File: config.mk
export PLATFORM = sky130hd
export DESIGN_NAME = fwr_top
export DESIGN_NICKNAME = d
export VERILOG_FILES = /design/src/fwr_pkg.sv /design/src/fwr_top.sv /design/src/fwr_chan_fsm.sv /design/src/fwr_gpio_pin.sv
export VERILOG_INCLUDE_DIRS = /design/src
export SDC_FILE = /design/constraint.sdc
export NUM_CORES = 1
export LEC_CHECK = 0
export ABC_CLOCK_PERIOD_IN_PS = 6400
export BUFFER_PORTS_ARGS = -buffer_cell sky130_fd_sc_hd__buf_4
export CORE_AREA = 5 5 71 137
export DETAILED_ROUTE_END_ITERATION = 10
export DIE_AREA = 0 0 76 142
export GPL_TIMING_DRIVEN = 0
export PLACE_DENSITY_LB_ADDON = 0.12
export SLEW_MARGIN = 20
export SYNTH_ARGS = -nofsm -noshare
export SYNTH_HDL_FRONTEND = slang
export SYNTH_SLANG_ARGS = --single-unit
File: constraint.sdc
create_clock -name clk -period 6.4 [get_ports clk]
set_input_delay 0.96 -clock clk [delete_from_list [all_inputs] [get_ports clk]]
set_output_delay 0.96 -clock clk [all_outputs]
set_load 0.1 [all_outputs]
File: src/fwr_defs.svh
`ifndef FWR_DEFS_SVH
`define FWR_DEFS_SVH

// Channel count and category vector widths
`define FWR_NCH         4
`define FWR_NFLT        9
`define FWR_NWRN        8

// Fault signal source positions
`define FWR_F_PWR       0
`define FWR_F_HEAT      1
`define FWR_F_DCLD      2
`define FWR_F_OC        3
`define FWR_F_DCDET     4
`define FWR_F_CHFLT     5
`define FWR_F_RTLD      6
`define FWR_F_CLK       7
`define FWR_F_CP        8

// Warning signal source positions
`define FWR_W_PWR       0
`define FWR_W_HEAT      1
`define FWR_W_WARM      2
`define FWR_W_DCLD      3
`define FWR_W_OCLIM     4
`define FWR_W_CLIP      5
`define FWR_W_RTLD      6
`define FWR_W_CLK       7

// Reset values of the configuration registers
`define FWR_FLT_EN_RST  9'h01A
`define FWR_FLT_MSK_RST 9'h000
`define FWR_WRN_EN_RST  8'h00

`endif

File: src/fwr_pkg.sv
package fwr_pkg;
    typedef enum logic [2:0] {CH_SLEEP, CH_HIZ, CH_OUTPUT_ACTIVE_STATE, CH_FAULT, CH_SELF_RECOVER} fwr_ch_state_t;
    typedef enum logic [1:0] {DEV_SHUTDOWN, DEV_CORE_ONLY, DEV_ACTIVE} fwr_dev_state_t;
    typedef enum logic [1:0] {REQ_SLEEP, REQ_HIZ, REQ_OUTPUT_ACTIVE_STATE} fwr_req_t;
    typedef enum logic [2:0] {GPO_OFF, GPO_FAULT, GPO_WARN, GPO_RAMP_CLK, GPO_LOW, GPO_HIGH} fwr_gpo_t;
    typedef enum logic [1:0] {GPI_NONE, GPI_SYNC} fwr_gpi_t;
    typedef enum logic [1:0] {SYNC_INTERNAL, SYNC_GPIO, SYNC_BITCLK} fwr_sync_t;
endpackage

File: src/fwr_top.sv
`timescale 1ns/1ps
`include "fwr_defs.svh"
// Contract
// - Alert pin low on overheat, overcurrent, DC detect
// - Masks block alert pin only, nothing else
// - Software may add more alert pin sources
// - Power-down low holds everything off, registers reset
// - Standby low: core-only, outputs off, registers kept
// - Two general pins, unused until host configures
// - Pin acts as input once input function set
// - Pin outputs the function code host wrote
// - Ramp clock out on pin, spread when enabled
// - Switching clock locks to pin sync or bitclock
// - Fault signal selectable from nine categories
// - Fault signal drives alert pin, optionally general pins
// - Any-error flag set by any active fault
// - Configured-error flag only for selected faults
// - Warning signal selectable from eight categories
// - Warning signal reaches no pin after reset
// - Any-alert flag for any warning except clock
// - Configured-alert flag only for selected warnings
// - Channel states gate output stage and DSP
// - Power-down release restarts device with defaults
// - Supply under/overvoltage forces protective shutdown
// - Core supply power-on-reset low shuts device down
// - Output_active_state request moves high-impedance channel to active
// - Self-recover channel resumes once cause clears
module fwr_top
    import fwr_pkg::*;
(
    // Clock and reset
    input  logic                   clk,
    input  logic                   srst,
    // Device control pins and supply monitors
    input  logic                   power_down_pin_n,
    input  logic                   low_power_hold_pin_n,
    input  logic                   core_por_low,
    input  logic                   bat_uv,
    input  logic                   bat_ov,
    input  logic                   pstage_uv,
    input  logic                   pstage_ov,
    input  logic                   core_uv,
    input  logic                   cp_uv,
    input  logic                   cp_ov,
    // Protection events
    input  logic                   overheat_shutdown,
    input  logic [3:0]             ch_overheat_shutdown,
    input  logic                   overheat_warning,
    input  logic [3:0]             overcurrent_limit,
    input  logic [3:0]             overcurrent_cutoff,
    input  logic [3:0]             dc_detect,
    input  logic                   dc_load_check_fault,
    input  logic [3:0]             rt_diag_fault,
    input  logic                   clock_error,
    input  logic                   charge_pump_fault,
    input  logic                   clip_detect,
    // Latch clears, one-cycle pulses
    input  logic                   clr_power,
    input  logic                   clr_overheat,
    input  logic                   clr_warning,
    input  logic [3:0]             clr_overcurrent,
    input  logic [3:0]             clr_dc_detect,
    input  logic [3:0]             clr_rt_diag,
    input  logic                   clr_clock,
    input  logic                   clr_charge_pump,
    input  logic                   clr_clip,
    // Configuration, loaded on cfg_wr; state_req acts directly
    input  logic                   cfg_wr,
    input  logic [8:0]             cfg_fault_en,
    input  logic [8:0]             cfg_fault_pin_mask,
    input  logic [7:0]             cfg_warn_en,
    input  logic                   cfg_warn_to_alert,
    input  logic                   cfg_heat_selfrec,
    input  logic                   cfg_spread_en,
    input  fwr_pkg::fwr_sync_t     cfg_sync_src,
    input  fwr_pkg::fwr_gpo_t      cfg_gpo0,
    input  fwr_pkg::fwr_gpo_t      cfg_gpo1,
    input  fwr_pkg::fwr_gpi_t      cfg_gpi0,
    input  fwr_pkg::fwr_gpi_t      cfg_gpi1,
    input  fwr_pkg::fwr_req_t      state_req,
    // Clocks
    input  logic                   ramp_clk,
    input  logic                   spread_ramp_clk,
    input  logic                   serial_bit_clk,
    output logic                   switch_clk_ref,
    // Alert pin, open drain
    output logic                   error_alert_o,
    output logic                   error_alert_oe_n,
    // General pins
    input  logic [1:0]             gpio_i,
    output logic [1:0]             gpio_o,
    output logic [1:0]             gpio_oe_n,
    // Report bits and states
    output logic                   any_error_flag,
    output logic                   configured_error_flag,
    output logic                   any_alert_flag,
    output logic                   configured_alert_flag,
    output fwr_pkg::fwr_dev_state_t dev_state,
    output fwr_pkg::fwr_ch_state_t ch_state [4],
    output logic [3:0]             ch_fets_on,
    output logic [3:0]             ch_dsp_on,
    output logic                   analog_bias_on
);
    function automatic logic [3:0] sticky(input logic [3:0] lat, input logic [3:0] set, input logic [3:0] clr);
        sticky = set | (lat & ~clr);
    endfunction

    // Internal reset covers every register: strap-free shutdown and restart
    logic rst_int;
    assign rst_int = srst || !power_down_pin_n || core_por_low;

    // Configuration registers
    logic [8:0] fault_en;
    logic [8:0] fault_pin_mask;
    logic [7:0] warn_en;
    logic       warn_to_alert;
    logic       heat_selfrec;
    logic       spread_en;
    fwr_sync_t  sync_src;
    fwr_gpo_t   gpo0;
    fwr_gpo_t   gpo1;
    fwr_gpi_t   gpi0;
    fwr_gpi_t   gpi1;

    always_ff @(posedge clk) begin
        if (rst_int) begin
            fault_en <= `FWR_FLT_EN_RST;
            fault_pin_mask <= `FWR_FLT_MSK_RST;
            warn_en <= `FWR_WRN_EN_RST;
            warn_to_alert <= 1'b0;
            heat_selfrec <= 1'b0;
            spread_en <= 1'b0;
            sync_src <= SYNC_INTERNAL;
            gpo0 <= GPO_OFF;
            gpo1 <= GPO_OFF;
            gpi0 <= GPI_NONE;
            gpi1 <= GPI_NONE;
        end else if (cfg_wr) begin
            fault_en <= cfg_fault_en;
            fault_pin_mask <= cfg_fault_pin_mask;
            warn_en <= cfg_warn_en;
            warn_to_alert <= cfg_warn_to_alert;
            heat_selfrec <= cfg_heat_selfrec;
            spread_en <= cfg_spread_en;
            sync_src <= cfg_sync_src;
            gpo0 <= cfg_gpo0;
            gpo1 <= cfg_gpo1;
            gpi0 <= cfg_gpi0;
            gpi1 <= cfg_gpi1;
        end
    end

    // Event latches; a set in the clear cycle wins
    logic       power_raw;
    logic       power_lat;
    logic       heat_lat;
    logic       warm_lat;
    logic [3:0] oclim_lat;
    logic [3:0] ocut_lat;
    logic [3:0] dcdet_lat;
    logic [3:0] rtld_lat;
    logic       clk_lat;
    logic       cp_lat;
    logic       clip_lat;
    logic       heat_any;

    assign power_raw = bat_uv | bat_ov | pstage_uv | pstage_ov | core_uv | cp_uv | cp_ov;
    assign heat_any  = overheat_shutdown | (|ch_overheat_shutdown);

    always_ff @(posedge clk) begin
        if (rst_int) begin
            power_lat <= 1'b0;
            heat_lat <= 1'b0;
            warm_lat <= 1'b0;
            oclim_lat <= 4'h0;
            ocut_lat <= 4'h0;
            dcdet_lat <= 4'h0;
            rtld_lat <= 4'h0;
            clk_lat <= 1'b0;
            cp_lat <= 1'b0;
            clip_lat <= 1'b0;
        end else begin
            power_lat <= power_raw | (power_lat & ~clr_power);
            heat_lat <= heat_any | (heat_lat & ~clr_overheat);
            warm_lat <= overheat_warning | (warm_lat & ~clr_warning);
            oclim_lat <= sticky(oclim_lat, overcurrent_limit, clr_overcurrent);
            ocut_lat <= sticky(ocut_lat, overcurrent_cutoff, clr_overcurrent);
            dcdet_lat <= sticky(dcdet_lat, dc_detect, clr_dc_detect);
            rtld_lat <= sticky(rtld_lat, rt_diag_fault, clr_rt_diag);
            clk_lat <= clock_error | (clk_lat & ~clr_clock);
            cp_lat <= charge_pump_fault | (cp_lat & ~clr_charge_pump);
            clip_lat <= clip_detect | (clip_lat & ~clr_clip);
        end
    end

    // Device level state
    fwr_dev_state_t next_dev_state;
    logic           dev_run;

    assign next_dev_state = !low_power_hold_pin_n ? DEV_CORE_ONLY : DEV_ACTIVE;
    assign dev_run = (dev_state == DEV_ACTIVE);

    always_ff @(posedge clk) begin
        if (rst_int) begin
            dev_state <= DEV_SHUTDOWN;
            analog_bias_on <= 1'b0;
        end else begin
            dev_state <= next_dev_state;
            analog_bias_on <= (next_dev_state == DEV_ACTIVE);
        end
    end

    // Channel states
    logic [3:0] ch_fault;
    logic [3:0] ch_recover;
    logic       global_fault;
    logic       global_recover;
    logic [3:0] ch_in_fault;

    // Clock errors and supply faults are self-clearing, so they recover rather than latch
    assign global_recover = power_raw | clock_error | (overheat_shutdown & heat_selfrec);
    assign global_fault   = charge_pump_fault | cp_lat | (overheat_shutdown & ~heat_selfrec);

    genvar g;
    generate
        for (g = 0; g < `FWR_NCH; g = g + 1) begin : g_ch
            assign ch_fault[g] = global_fault | ocut_lat[g] | dcdet_lat[g] | rtld_lat[g]
                               | (ch_overheat_shutdown[g] & ~heat_selfrec);
            assign ch_recover[g] = global_recover | (ch_overheat_shutdown[g] & heat_selfrec);
            assign ch_in_fault[g] = (ch_state[g] == CH_FAULT);

            fwr_chan_fsm u_chan (
                .clk           (clk),
                .srst          (rst_int),
                .dev_run       (dev_run),
                .req           (state_req),
                .clk_err       (clock_error),
                .ch_fault      (ch_fault[g]),
                .recover_cause (ch_recover[g]),
                .state         (ch_state[g]),
                .fets_on       (ch_fets_on[g]),
                .dsp_on        (ch_dsp_on[g])
            );
        end
    endgenerate

    // Fault and warning categories
    logic [8:0] fault_terms;
    logic [7:0] warn_terms;
    logic       fault_sig;
    logic       warn_sig;
    logic       alert_assert;

    assign fault_terms[`FWR_F_PWR]   = power_raw | power_lat;
    assign fault_terms[`FWR_F_HEAT]  = heat_any | heat_lat;
    assign fault_terms[`FWR_F_DCLD]  = dc_load_check_fault;
    assign fault_terms[`FWR_F_OC]    = |(oclim_lat | ocut_lat);
    assign fault_terms[`FWR_F_DCDET] = |dcdet_lat;
    assign fault_terms[`FWR_F_CHFLT] = |ch_in_fault;
    assign fault_terms[`FWR_F_RTLD]  = |rtld_lat;
    assign fault_terms[`FWR_F_CLK]   = clk_lat;
    assign fault_terms[`FWR_F_CP]    = cp_lat;

    assign warn_terms[`FWR_W_PWR]    = power_raw | power_lat;
    assign warn_terms[`FWR_W_HEAT]   = heat_any | heat_lat;
    assign warn_terms[`FWR_W_WARM]   = overheat_warning | warm_lat;
    assign warn_terms[`FWR_W_DCLD]   = dc_load_check_fault;
    assign warn_terms[`FWR_W_OCLIM]  = |(overcurrent_limit | oclim_lat);
    assign warn_terms[`FWR_W_CLIP]   = clip_detect | clip_lat;
    assign warn_terms[`FWR_W_RTLD]   = |rtld_lat;
    assign warn_terms[`FWR_W_CLK]    = clk_lat;

    assign fault_sig = |(fault_terms & fault_en);
    assign warn_sig  = |(warn_terms & warn_en);
    // Mask acts only here; latches, flags and channel actions never see it
    assign alert_assert = |(fault_terms & fault_en & ~fault_pin_mask)
                        | (warn_to_alert & warn_sig);

    always_ff @(posedge clk) begin
        if (rst_int) begin
            any_error_flag <= 1'b0;
            configured_error_flag <= 1'b0;
            any_alert_flag <= 1'b0;
            configured_alert_flag <= 1'b0;
            error_alert_oe_n <= 1'b1;
        end else begin
            any_error_flag <= |fault_terms;
            configured_error_flag <= fault_sig;
            any_alert_flag <= |warn_terms[6:0];
            configured_alert_flag <= warn_sig;
            error_alert_oe_n <= !alert_assert;
        end
    end

    assign error_alert_o = 1'b0;

    // Clock sharing and synchronisation
    logic       ramp_out;
    logic [1:0] gpio_sync;
    logic       gpio_sync_any;

    assign ramp_out = spread_en ? spread_ramp_clk : ramp_clk;
    assign gpio_sync_any = |gpio_sync;

    always_ff @(posedge clk) begin
        if (rst_int) begin
            switch_clk_ref <= 1'b0;
        end else begin
            case (sync_src)
                SYNC_GPIO:   switch_clk_ref <= gpio_sync_any;
                SYNC_BITCLK: switch_clk_ref <= serial_bit_clk;
                default:     switch_clk_ref <= ramp_clk;
            endcase
        end
    end

    // General pins; released while the device is not fully active
    fwr_gpio_pin u_gpio0 (
        .clk         (clk),
        .srst        (rst_int),
        .out_func    (gpo0),
        .in_func     (gpi0),
        .outputs_off (!dev_run),
        .fault_sig   (fault_sig),
        .warn_sig    (warn_sig),
        .ramp_clk    (ramp_out),
        .pin_i       (gpio_i[0]),
        .pin_o       (gpio_o[0]),
        .pin_oe_n    (gpio_oe_n[0]),
        .sync_in     (gpio_sync[0])
    );

    fwr_gpio_pin u_gpio1 (
        .clk         (clk),
        .srst        (rst_int),
        .out_func    (gpo1),
        .in_func     (gpi1),
        .outputs_off (!dev_run),
        .fault_sig   (fault_sig),
        .warn_sig    (warn_sig),
        .ramp_clk    (ramp_out),
        .pin_i       (gpio_i[1]),
        .pin_o       (gpio_o[1]),
        .pin_oe_n    (gpio_oe_n[1]),
        .sync_in     (gpio_sync[1])
    );
endmodule

File: src/fwr_chan_fsm.sv
`timescale 1ns/1ps
module fwr_chan_fsm
    import fwr_pkg::*;
(
    // Clock and reset
    input  logic                   clk,
    input  logic                   srst,
    // Conditions
    input  logic                   dev_run,
    input  fwr_pkg::fwr_req_t      req,
    input  logic                   clk_err,
    input  logic                   ch_fault,
    input  logic                   recover_cause,
    // State
    output fwr_pkg::fwr_ch_state_t state,
    output logic                   fets_on,
    output logic                   dsp_on
);
    fwr_ch_state_t next_state;
    logic          resume_output_active_state;
    logic          next_resume_output_active_state;

    always_comb begin
        next_state = state;
        next_resume_output_active_state = resume_output_active_state;
        case (state)
            CH_SLEEP: begin
                if (req != REQ_SLEEP && !clk_err) begin
                    next_state = CH_HIZ;
                end
            end
            CH_HIZ, CH_OUTPUT_ACTIVE_STATE: begin
                if (recover_cause) begin
                    next_state = CH_SELF_RECOVER;
                    next_resume_output_active_state = (state == CH_OUTPUT_ACTIVE_STATE);
                end else if (ch_fault) begin
                    next_state = CH_FAULT;
                end else if (req == REQ_SLEEP) begin
                    next_state = CH_SLEEP;
                end else if (req == REQ_OUTPUT_ACTIVE_STATE) begin
                    next_state = CH_OUTPUT_ACTIVE_STATE;
                end else begin
                    next_state = CH_HIZ;
                end
            end
            CH_FAULT: begin
                // Software leaves a latched fault by asking for sleep once ch_fault has cleared, as does leaving DEV_ACTIVE
                if (req == REQ_SLEEP && !ch_fault) begin
                    next_state = CH_SLEEP;
                end
            end
            CH_SELF_RECOVER: begin
                if (!recover_cause) begin
                    next_state = resume_output_active_state ? CH_OUTPUT_ACTIVE_STATE : CH_HIZ;
                end
            end
            default: next_state = CH_SLEEP;
        endcase
        if (!dev_run) begin
            next_state = CH_SLEEP;
        end
    end

    always_ff @(posedge clk) begin
        if (srst) begin
            state <= CH_SLEEP;
            resume_output_active_state <= 1'b0;
        end else begin
            state <= next_state;
            resume_output_active_state <= next_resume_output_active_state;
        end
    end

    assign fets_on = (state == CH_OUTPUT_ACTIVE_STATE);
    assign dsp_on  = (state == CH_OUTPUT_ACTIVE_STATE) || (state == CH_HIZ);
endmodule

File: src/fwr_gpio_pin.sv
`timescale 1ns/1ps
module fwr_gpio_pin
    import fwr_pkg::*;
(
    // Clock and reset
    input  logic              clk,
    input  logic              srst,
    // Configuration
    input  fwr_pkg::fwr_gpo_t out_func,
    input  fwr_pkg::fwr_gpi_t in_func,
    input  logic              outputs_off,
    // Internal signals offered to the pin
    input  logic              fault_sig,
    input  logic              warn_sig,
    input  logic              ramp_clk,
    // Pin
    input  logic              pin_i,
    output logic              pin_o,
    output logic              pin_oe_n,
    output logic              sync_in
);
    logic drive;
    logic level;

    assign drive = (out_func != GPO_OFF) && (in_func == GPI_NONE) && !outputs_off;
    assign level = (out_func == GPO_FAULT)    ? fault_sig :
                   (out_func == GPO_WARN)     ? warn_sig :
                   (out_func == GPO_RAMP_CLK) ? ramp_clk :
                   (out_func == GPO_HIGH);

    always_ff @(posedge clk) begin
        if (srst) begin
            pin_o <= 1'b0;
            pin_oe_n <= 1'b1;
            sync_in <= 1'b0;
        end else begin
            pin_o <= level;
            pin_oe_n <= !drive;
            sync_in <= (in_func == GPI_SYNC) && pin_i;
        end
    end
endmodule

### Yosys cells after proc, flatten, opt, wreduce, memory -nomap -nowiden

Index checks and enable logic that the tools add are counted.

* muxes and demuxes: 36
* reduce and logical (&&, ||, !) cells: 61
* bitwise logic cells: 84
* equality and inequality tests: 43

Operators with widths (count)
* 3-bit two-way mux: 18
* 3-bit case mux with 4 select lines: 4
* 1-bit bitwise OR: 42
* 3-bit by 2-bit == test with 1-bit output, second input constant: 12
* 4-bit bitwise OR: 6
* 4-bit OR reduction: 6
* 21-bit OR reduction: 1
* 9-bit bitwise AND: 2
* 3-bit by 1-bit == test with 1-bit output, second input constant: 6
* 3-bit == test, second input constant: 6
* 9-bit OR reduction: 2
* 1-bit bitwise AND: 17
* 4-bit bitwise AND: 4
* 2-bit inequality test, second input constant: 7
* 13-bit OR reduction: 1
* 3-bit zero test: 4
* 2-bit two-way mux: 6
* 4-bit inverter: 3
* 3-bit AND reduction: 4
* 2-bit OR reduction: 6
* 1-bit logical AND: 11
* 2-bit by 1-bit inequality test with 1-bit output, second input constant: 5
* 1-bit zero test: 9
* 9-bit inverter: 1
* 12 further kinds: 41

* register bits after elaboration: 94

### Depth between registers and ports, before layout

* depth in word-level cells: 12
* gate-level depth with buffers: 6

### Modules after synthesis

From an unflattened synthesis, not the netlist that was laid out.

* cells, all modules: 495
* area total of the unflattened synthesis: 4405.5 um^2

By module, submodules not included
* fwr_top: instances 1, cells each 323, area an instance 2886.5 um^2
* fwr_chan_fsm: instances 4, cells each 37, area an instance 319.1 um^2
* fwr_gpio_pin: instances 2, cells each 12, area an instance 121.4 um^2

### Least setup slack after synthesis

Ideal clock, no wire load.

* path kind: in2reg
* start: input port pstage_ov
* end: register u_gpio1.pin_o
* path buffers: 0
* library setup time: 0.114 ns
* required time: 6.286 ns
* setup slack: 3.428 ns
* stages on the path: 5
* arrival time: 2.858 ns
* cell sequence: or4_4 -> or3_4 -> a221o_1 -> or4b_1 -> a21o_1

* cells in the longest elaborated chain, start to end: 9
* elaborated cells on any way between the ends: 11

Ends and longest elaborated chain
* from (decl): RTL line fwr_top.sv:41 `input logic pstage_ov,`
* 1-bit bitwise OR (*) (4 in a row): RTL line fwr_top.sv:167 `assign power_raw = bat_uv | bat_ov | pstage_uv | pstage_ov | core_uv | cp_uv | cp_ov;`
* 1-bit bitwise OR (*): RTL line fwr_top.sv:254, fwr_top.sv:264
* 8-bit bitwise AND: RTL line fwr_top.sv:274 `assign warn_sig = |(warn_terms & warn_en);`
* 8-bit OR reduction: RTL line fwr_top.sv:274
* 1-bit two-way mux: RTL line fwr_gpio_pin.sv:27 `(out_func == GPO_WARN) ? warn_sig :`
* 1-bit two-way mux (*): RTL line fwr_gpio_pin.sv:26 `assign level = (out_func == GPO_FAULT) ? fault_sig :`
* to (signal assigned): RTL line fwr_gpio_pin.sv:37 `pin_o <= level;`
* to (decl): RTL line fwr_gpio_pin.sv:18 `output logic pin_o,`

Mark *: on every way between the ends. The rest lies on a longest branch, timed or not.
A chain may end at the register's enable or synchronous reset.

### Worst setup path in the final report

* start: input port pstage_ov
* end: register u_gpio0.pin_o

* cells in the longest elaborated chain, start to end: 9
* elaborated cells on any way between the ends: 11

Ends and longest elaborated chain (RTL line)
* 1-bit bitwise OR (*) (4 in a row): fwr_top.sv:167
* 1-bit bitwise OR (*): fwr_top.sv:254, fwr_top.sv:264
* 8-bit bitwise AND: fwr_top.sv:274
* 8-bit OR reduction: fwr_top.sv:274
* 1-bit two-way mux: fwr_gpio_pin.sv:27
* 1-bit two-way mux (*): fwr_gpio_pin.sv:26
* to (signal assigned): fwr_gpio_pin.sv:37
* to (decl): fwr_gpio_pin.sv:18

Marks and branches as above.

==> flow_summary.ini <==
[cells_and_area]
fin_util = 0.6754
final_nets = 765
syn_to_final_growth_pct = 34.38
fill_cells = 756
drive_gt1_frac = 0.2715
num_antenna_cells = 0
final_cells = 763

[worst_setup_path]
crit_type = in2reg
cp_top_family = simple AND/OR/NAND/NOR gates
path_max_fanout = 4
cp-end-kind = flop
slowest_delay_ps = 860
cp_slowest_cell = a2111oi_0
path_cells = buf_4 > or4_4 > or3_4 > a2111oi_0 > or2_2 > a211oi_1
cp-start-kind = input pin
cp.arrival_ps = 3220
path_buf_inv = 1
worst_ep_required_time_ps = 6610

[clock_tree]
cts_tree = done
cts_buffer_depth = 2
cts_setup_buffers = 0
htree_levels = 3
cts_hold_buf = 0
clk_latency_ps = 340
clk_pin_slew_ps = 60
cts_buffers = 9
clockRootBuffer = clkbuf_16
post_cts_resized = 0
cts.sinks = 93

[power_and_ir_drop]
p_switching_w = 0.0003111
vdd_drop_max_mv = 0.1685
p_seq_frac = 0.451
internal-power_w = 0.001015
clock_power_share = 0.433
power_density_nw_per_um2 = 228.6
leakage_nw = 2.542
p_comb_frac = 0.116
swShare = 0.2346

[route]
wire_per_inst_um = 18.07
first_pass_iters = 6
routed_wl_mm = 13.79
drc = 0
dr.first_iter.drc_count = 167
vias = 4288
antenna_left = 0
via_per_inst = 5.620

[place]
gp_congestion = 0.9198
hpwl_mm = 11.09
dp_cells = 747
numPortBuffers = 136

[sta]
finalCritPeriodShare = 0.4703
worst_pin_slew_ps = 1058
slew_headroom = 0.2933
hold_viol_final = 0
clock_skew_ps = 12.95
maxSlewViolCount = 0
fin_tns_setup_ps = 0
whs_ps = 449.8
setup_viol = 0
timing.fmax_mhz = 332.3
rsz0062_at_grt = no
period_minus_slack_ps = 3010

[synthesis]
syn_inst = 510
synth-edff-count = 0
synth_cell_types = 58
async_flop_share = 0
avgSynthCellArea_um2 = 8.464
synthTopCellsByArea = dfxtp_1 43%, mux2i_1 10%, nor2_1 7.8%
synth_commonest_cells = 93 x dfxtp_1, 90 x nor2_1, 44 x mux2i_1
yosysMostFrequentCell = dfxtp_1
synth.largest_area_cell = dfxtp_1
ys_ff_latch = 93
syn-num-nets = 617
synth_top_area_frac = 0.4313
syn_area_um2 = 4317
yosysSeqAreaShare = 0.4313
synth_warnings = 0
synthFlopType = dfxtp_1

[min_path]
min_path_type = reg2reg

[flow_run]
maxCapViolations = 0

[floorplan]
design.core.area_um2 = 8588
start_util = 0.5026
die_area_um2 = 10790
die_h_um = 142
io_pins = 139
die_w_um = 76
row_count = 48

[global_route]
grt_pass1_wl_mm = 21.41
grt_max_degree = 16
overflow = 0
grt_usage = 0.2502
antenna_found_initial = 0
grt_pass1_vias = 4383

[run_status]
status = completed
power groups by stage:
stage                     logic (W)  clock network, W  registers (W)
after floorplan           0.0000627                 0       0.000620
after global placement     0.000150                 0       0.000610
after detailed placement   0.000153                 0       0.000611
after CTS                  0.000153          0.000580       0.000598
after global routing       0.000165          0.000605       0.000599
final                      0.000153          0.000575       0.000598
worst paths after layout:
kind / slack (ps) / to / depth (start not counted) / from
worst max-delay path: 3390 / u_gpio0.pin_o / 6 / pstage_ov
worst max register to register: 3890 / u_gpio1.pin_o / 6 / g_ch[3].u_chan.state[2]
worst min register to register: 450 / error_alert_oe_n / 1 / warn_to_alert
worst min-delay path: 450 / error_alert_oe_n / 1 / warn_to_alert
cell families (layout without fill, tap and decap cells):
kind of cell / after synthesis / in the layout / share of synthesized area
other cells: 1 / 1 / 0.0008687
buf+inv: 69 / 222 / 0.07217
compound gates: 115 / 115 / 0.1754
flops: 93 / 93 / 0.4313
fa+ha+maj: 3 / 3 / 0.008115
simple gates: 180 / 180 / 0.2000
mux: 44 / 44 / 0.1020
xor+xnor: 5 / 5 / 0.01014
placed cells by master, fill, tap and decap left out, types with 3 or more instances in the layout:
cell / Yosys / final
xnor2_1: 4 / 4
a21bo_2: 3 / 3
buf_4: 14 / 150
nand2b_1: 4 / 4
o31ai_1: 6 / 6
nand4_1: 3 / 3
o21a_1: 3 / 3
dfxtp_1: 93 / 93
clkbuf_16: 0 / 9
a22oi_1: 4 / 4
nor2_1: 90 / 90
mux2i_1: 44 / 44
nand3b_1: 4 / 4
o21ai_0: 16 / 16
nand2_1: 25 / 25
a211oi_1: 5 / 5
nor4_1: 14 / 14
o41ai_1: 4 / 4
a31oi_1: 8 / 8
buf_1: 5 / 5
a21boi_0: 4 / 4
clkbuf_1: 20 / 20
a21oi_1: 39 / 39
and3_1: 3 / 3
a211o_1: 4 / 4
nor3_1: 13 / 13
nor3b_1: 5 / 5
inv_1: 30 / 30
per-stage QoR:
| step | total power (W) | setup WS (ps) | instance area, um^2 |
|---|---|---|---|
| after CTS | 0.001331 | 3467 | 5801 |
| after global placement | 0.0007603 | 3056 | 5463 |
| final | 0.001326 | 3390 | 5801 |
| after global routing | 0.001369 | 3316 | 5801 |
| after detailed placement | 0.0007633 | 3119 | 5475 |
| after floorplan | 0.0006830 | 3428 | 4317 |
sequential cells by signal, summed over array words and instances, names as in the netlist, 3 cells and up:
signal,cells
gpo1,3
ocut_lat,4
g_ch.u_chan.state,12
gpo0,3
warn_en,8
dcdet_lat,4
oclim_lat,4
rtld_lat,4
g_ch.u_chan.resume_output_active_state,4
fault_en,9
fault_pin_mask,9
final cells by class:
class                   count  area, um^2  share of cell area
multi-input cells         348        2146              0.3699
flip-flops and latches     93        1862              0.3210
repair buffers            137        1031              0.1777
clock buffers              10       239.0             0.04120
plain buffers              39       198.9             0.03430
well taps                 100       125.1             0.02157
inverters                  30       112.6             0.01941
clock inverters             6       86.33             0.01488
per-layer routing:
metal / wire length, um / vias to the layer above / GRT usage
met5: 0 / - / 0
met4: 460 / 0 / 0.1154
met3: 722 / 29 / 0.05196
met2: 7816 / 151 / 0.4905
met1: 4790 / 2022 / 0.2421
li1: - / 2086 / -
Note: power is estimated with default switching activity, not from simulation.
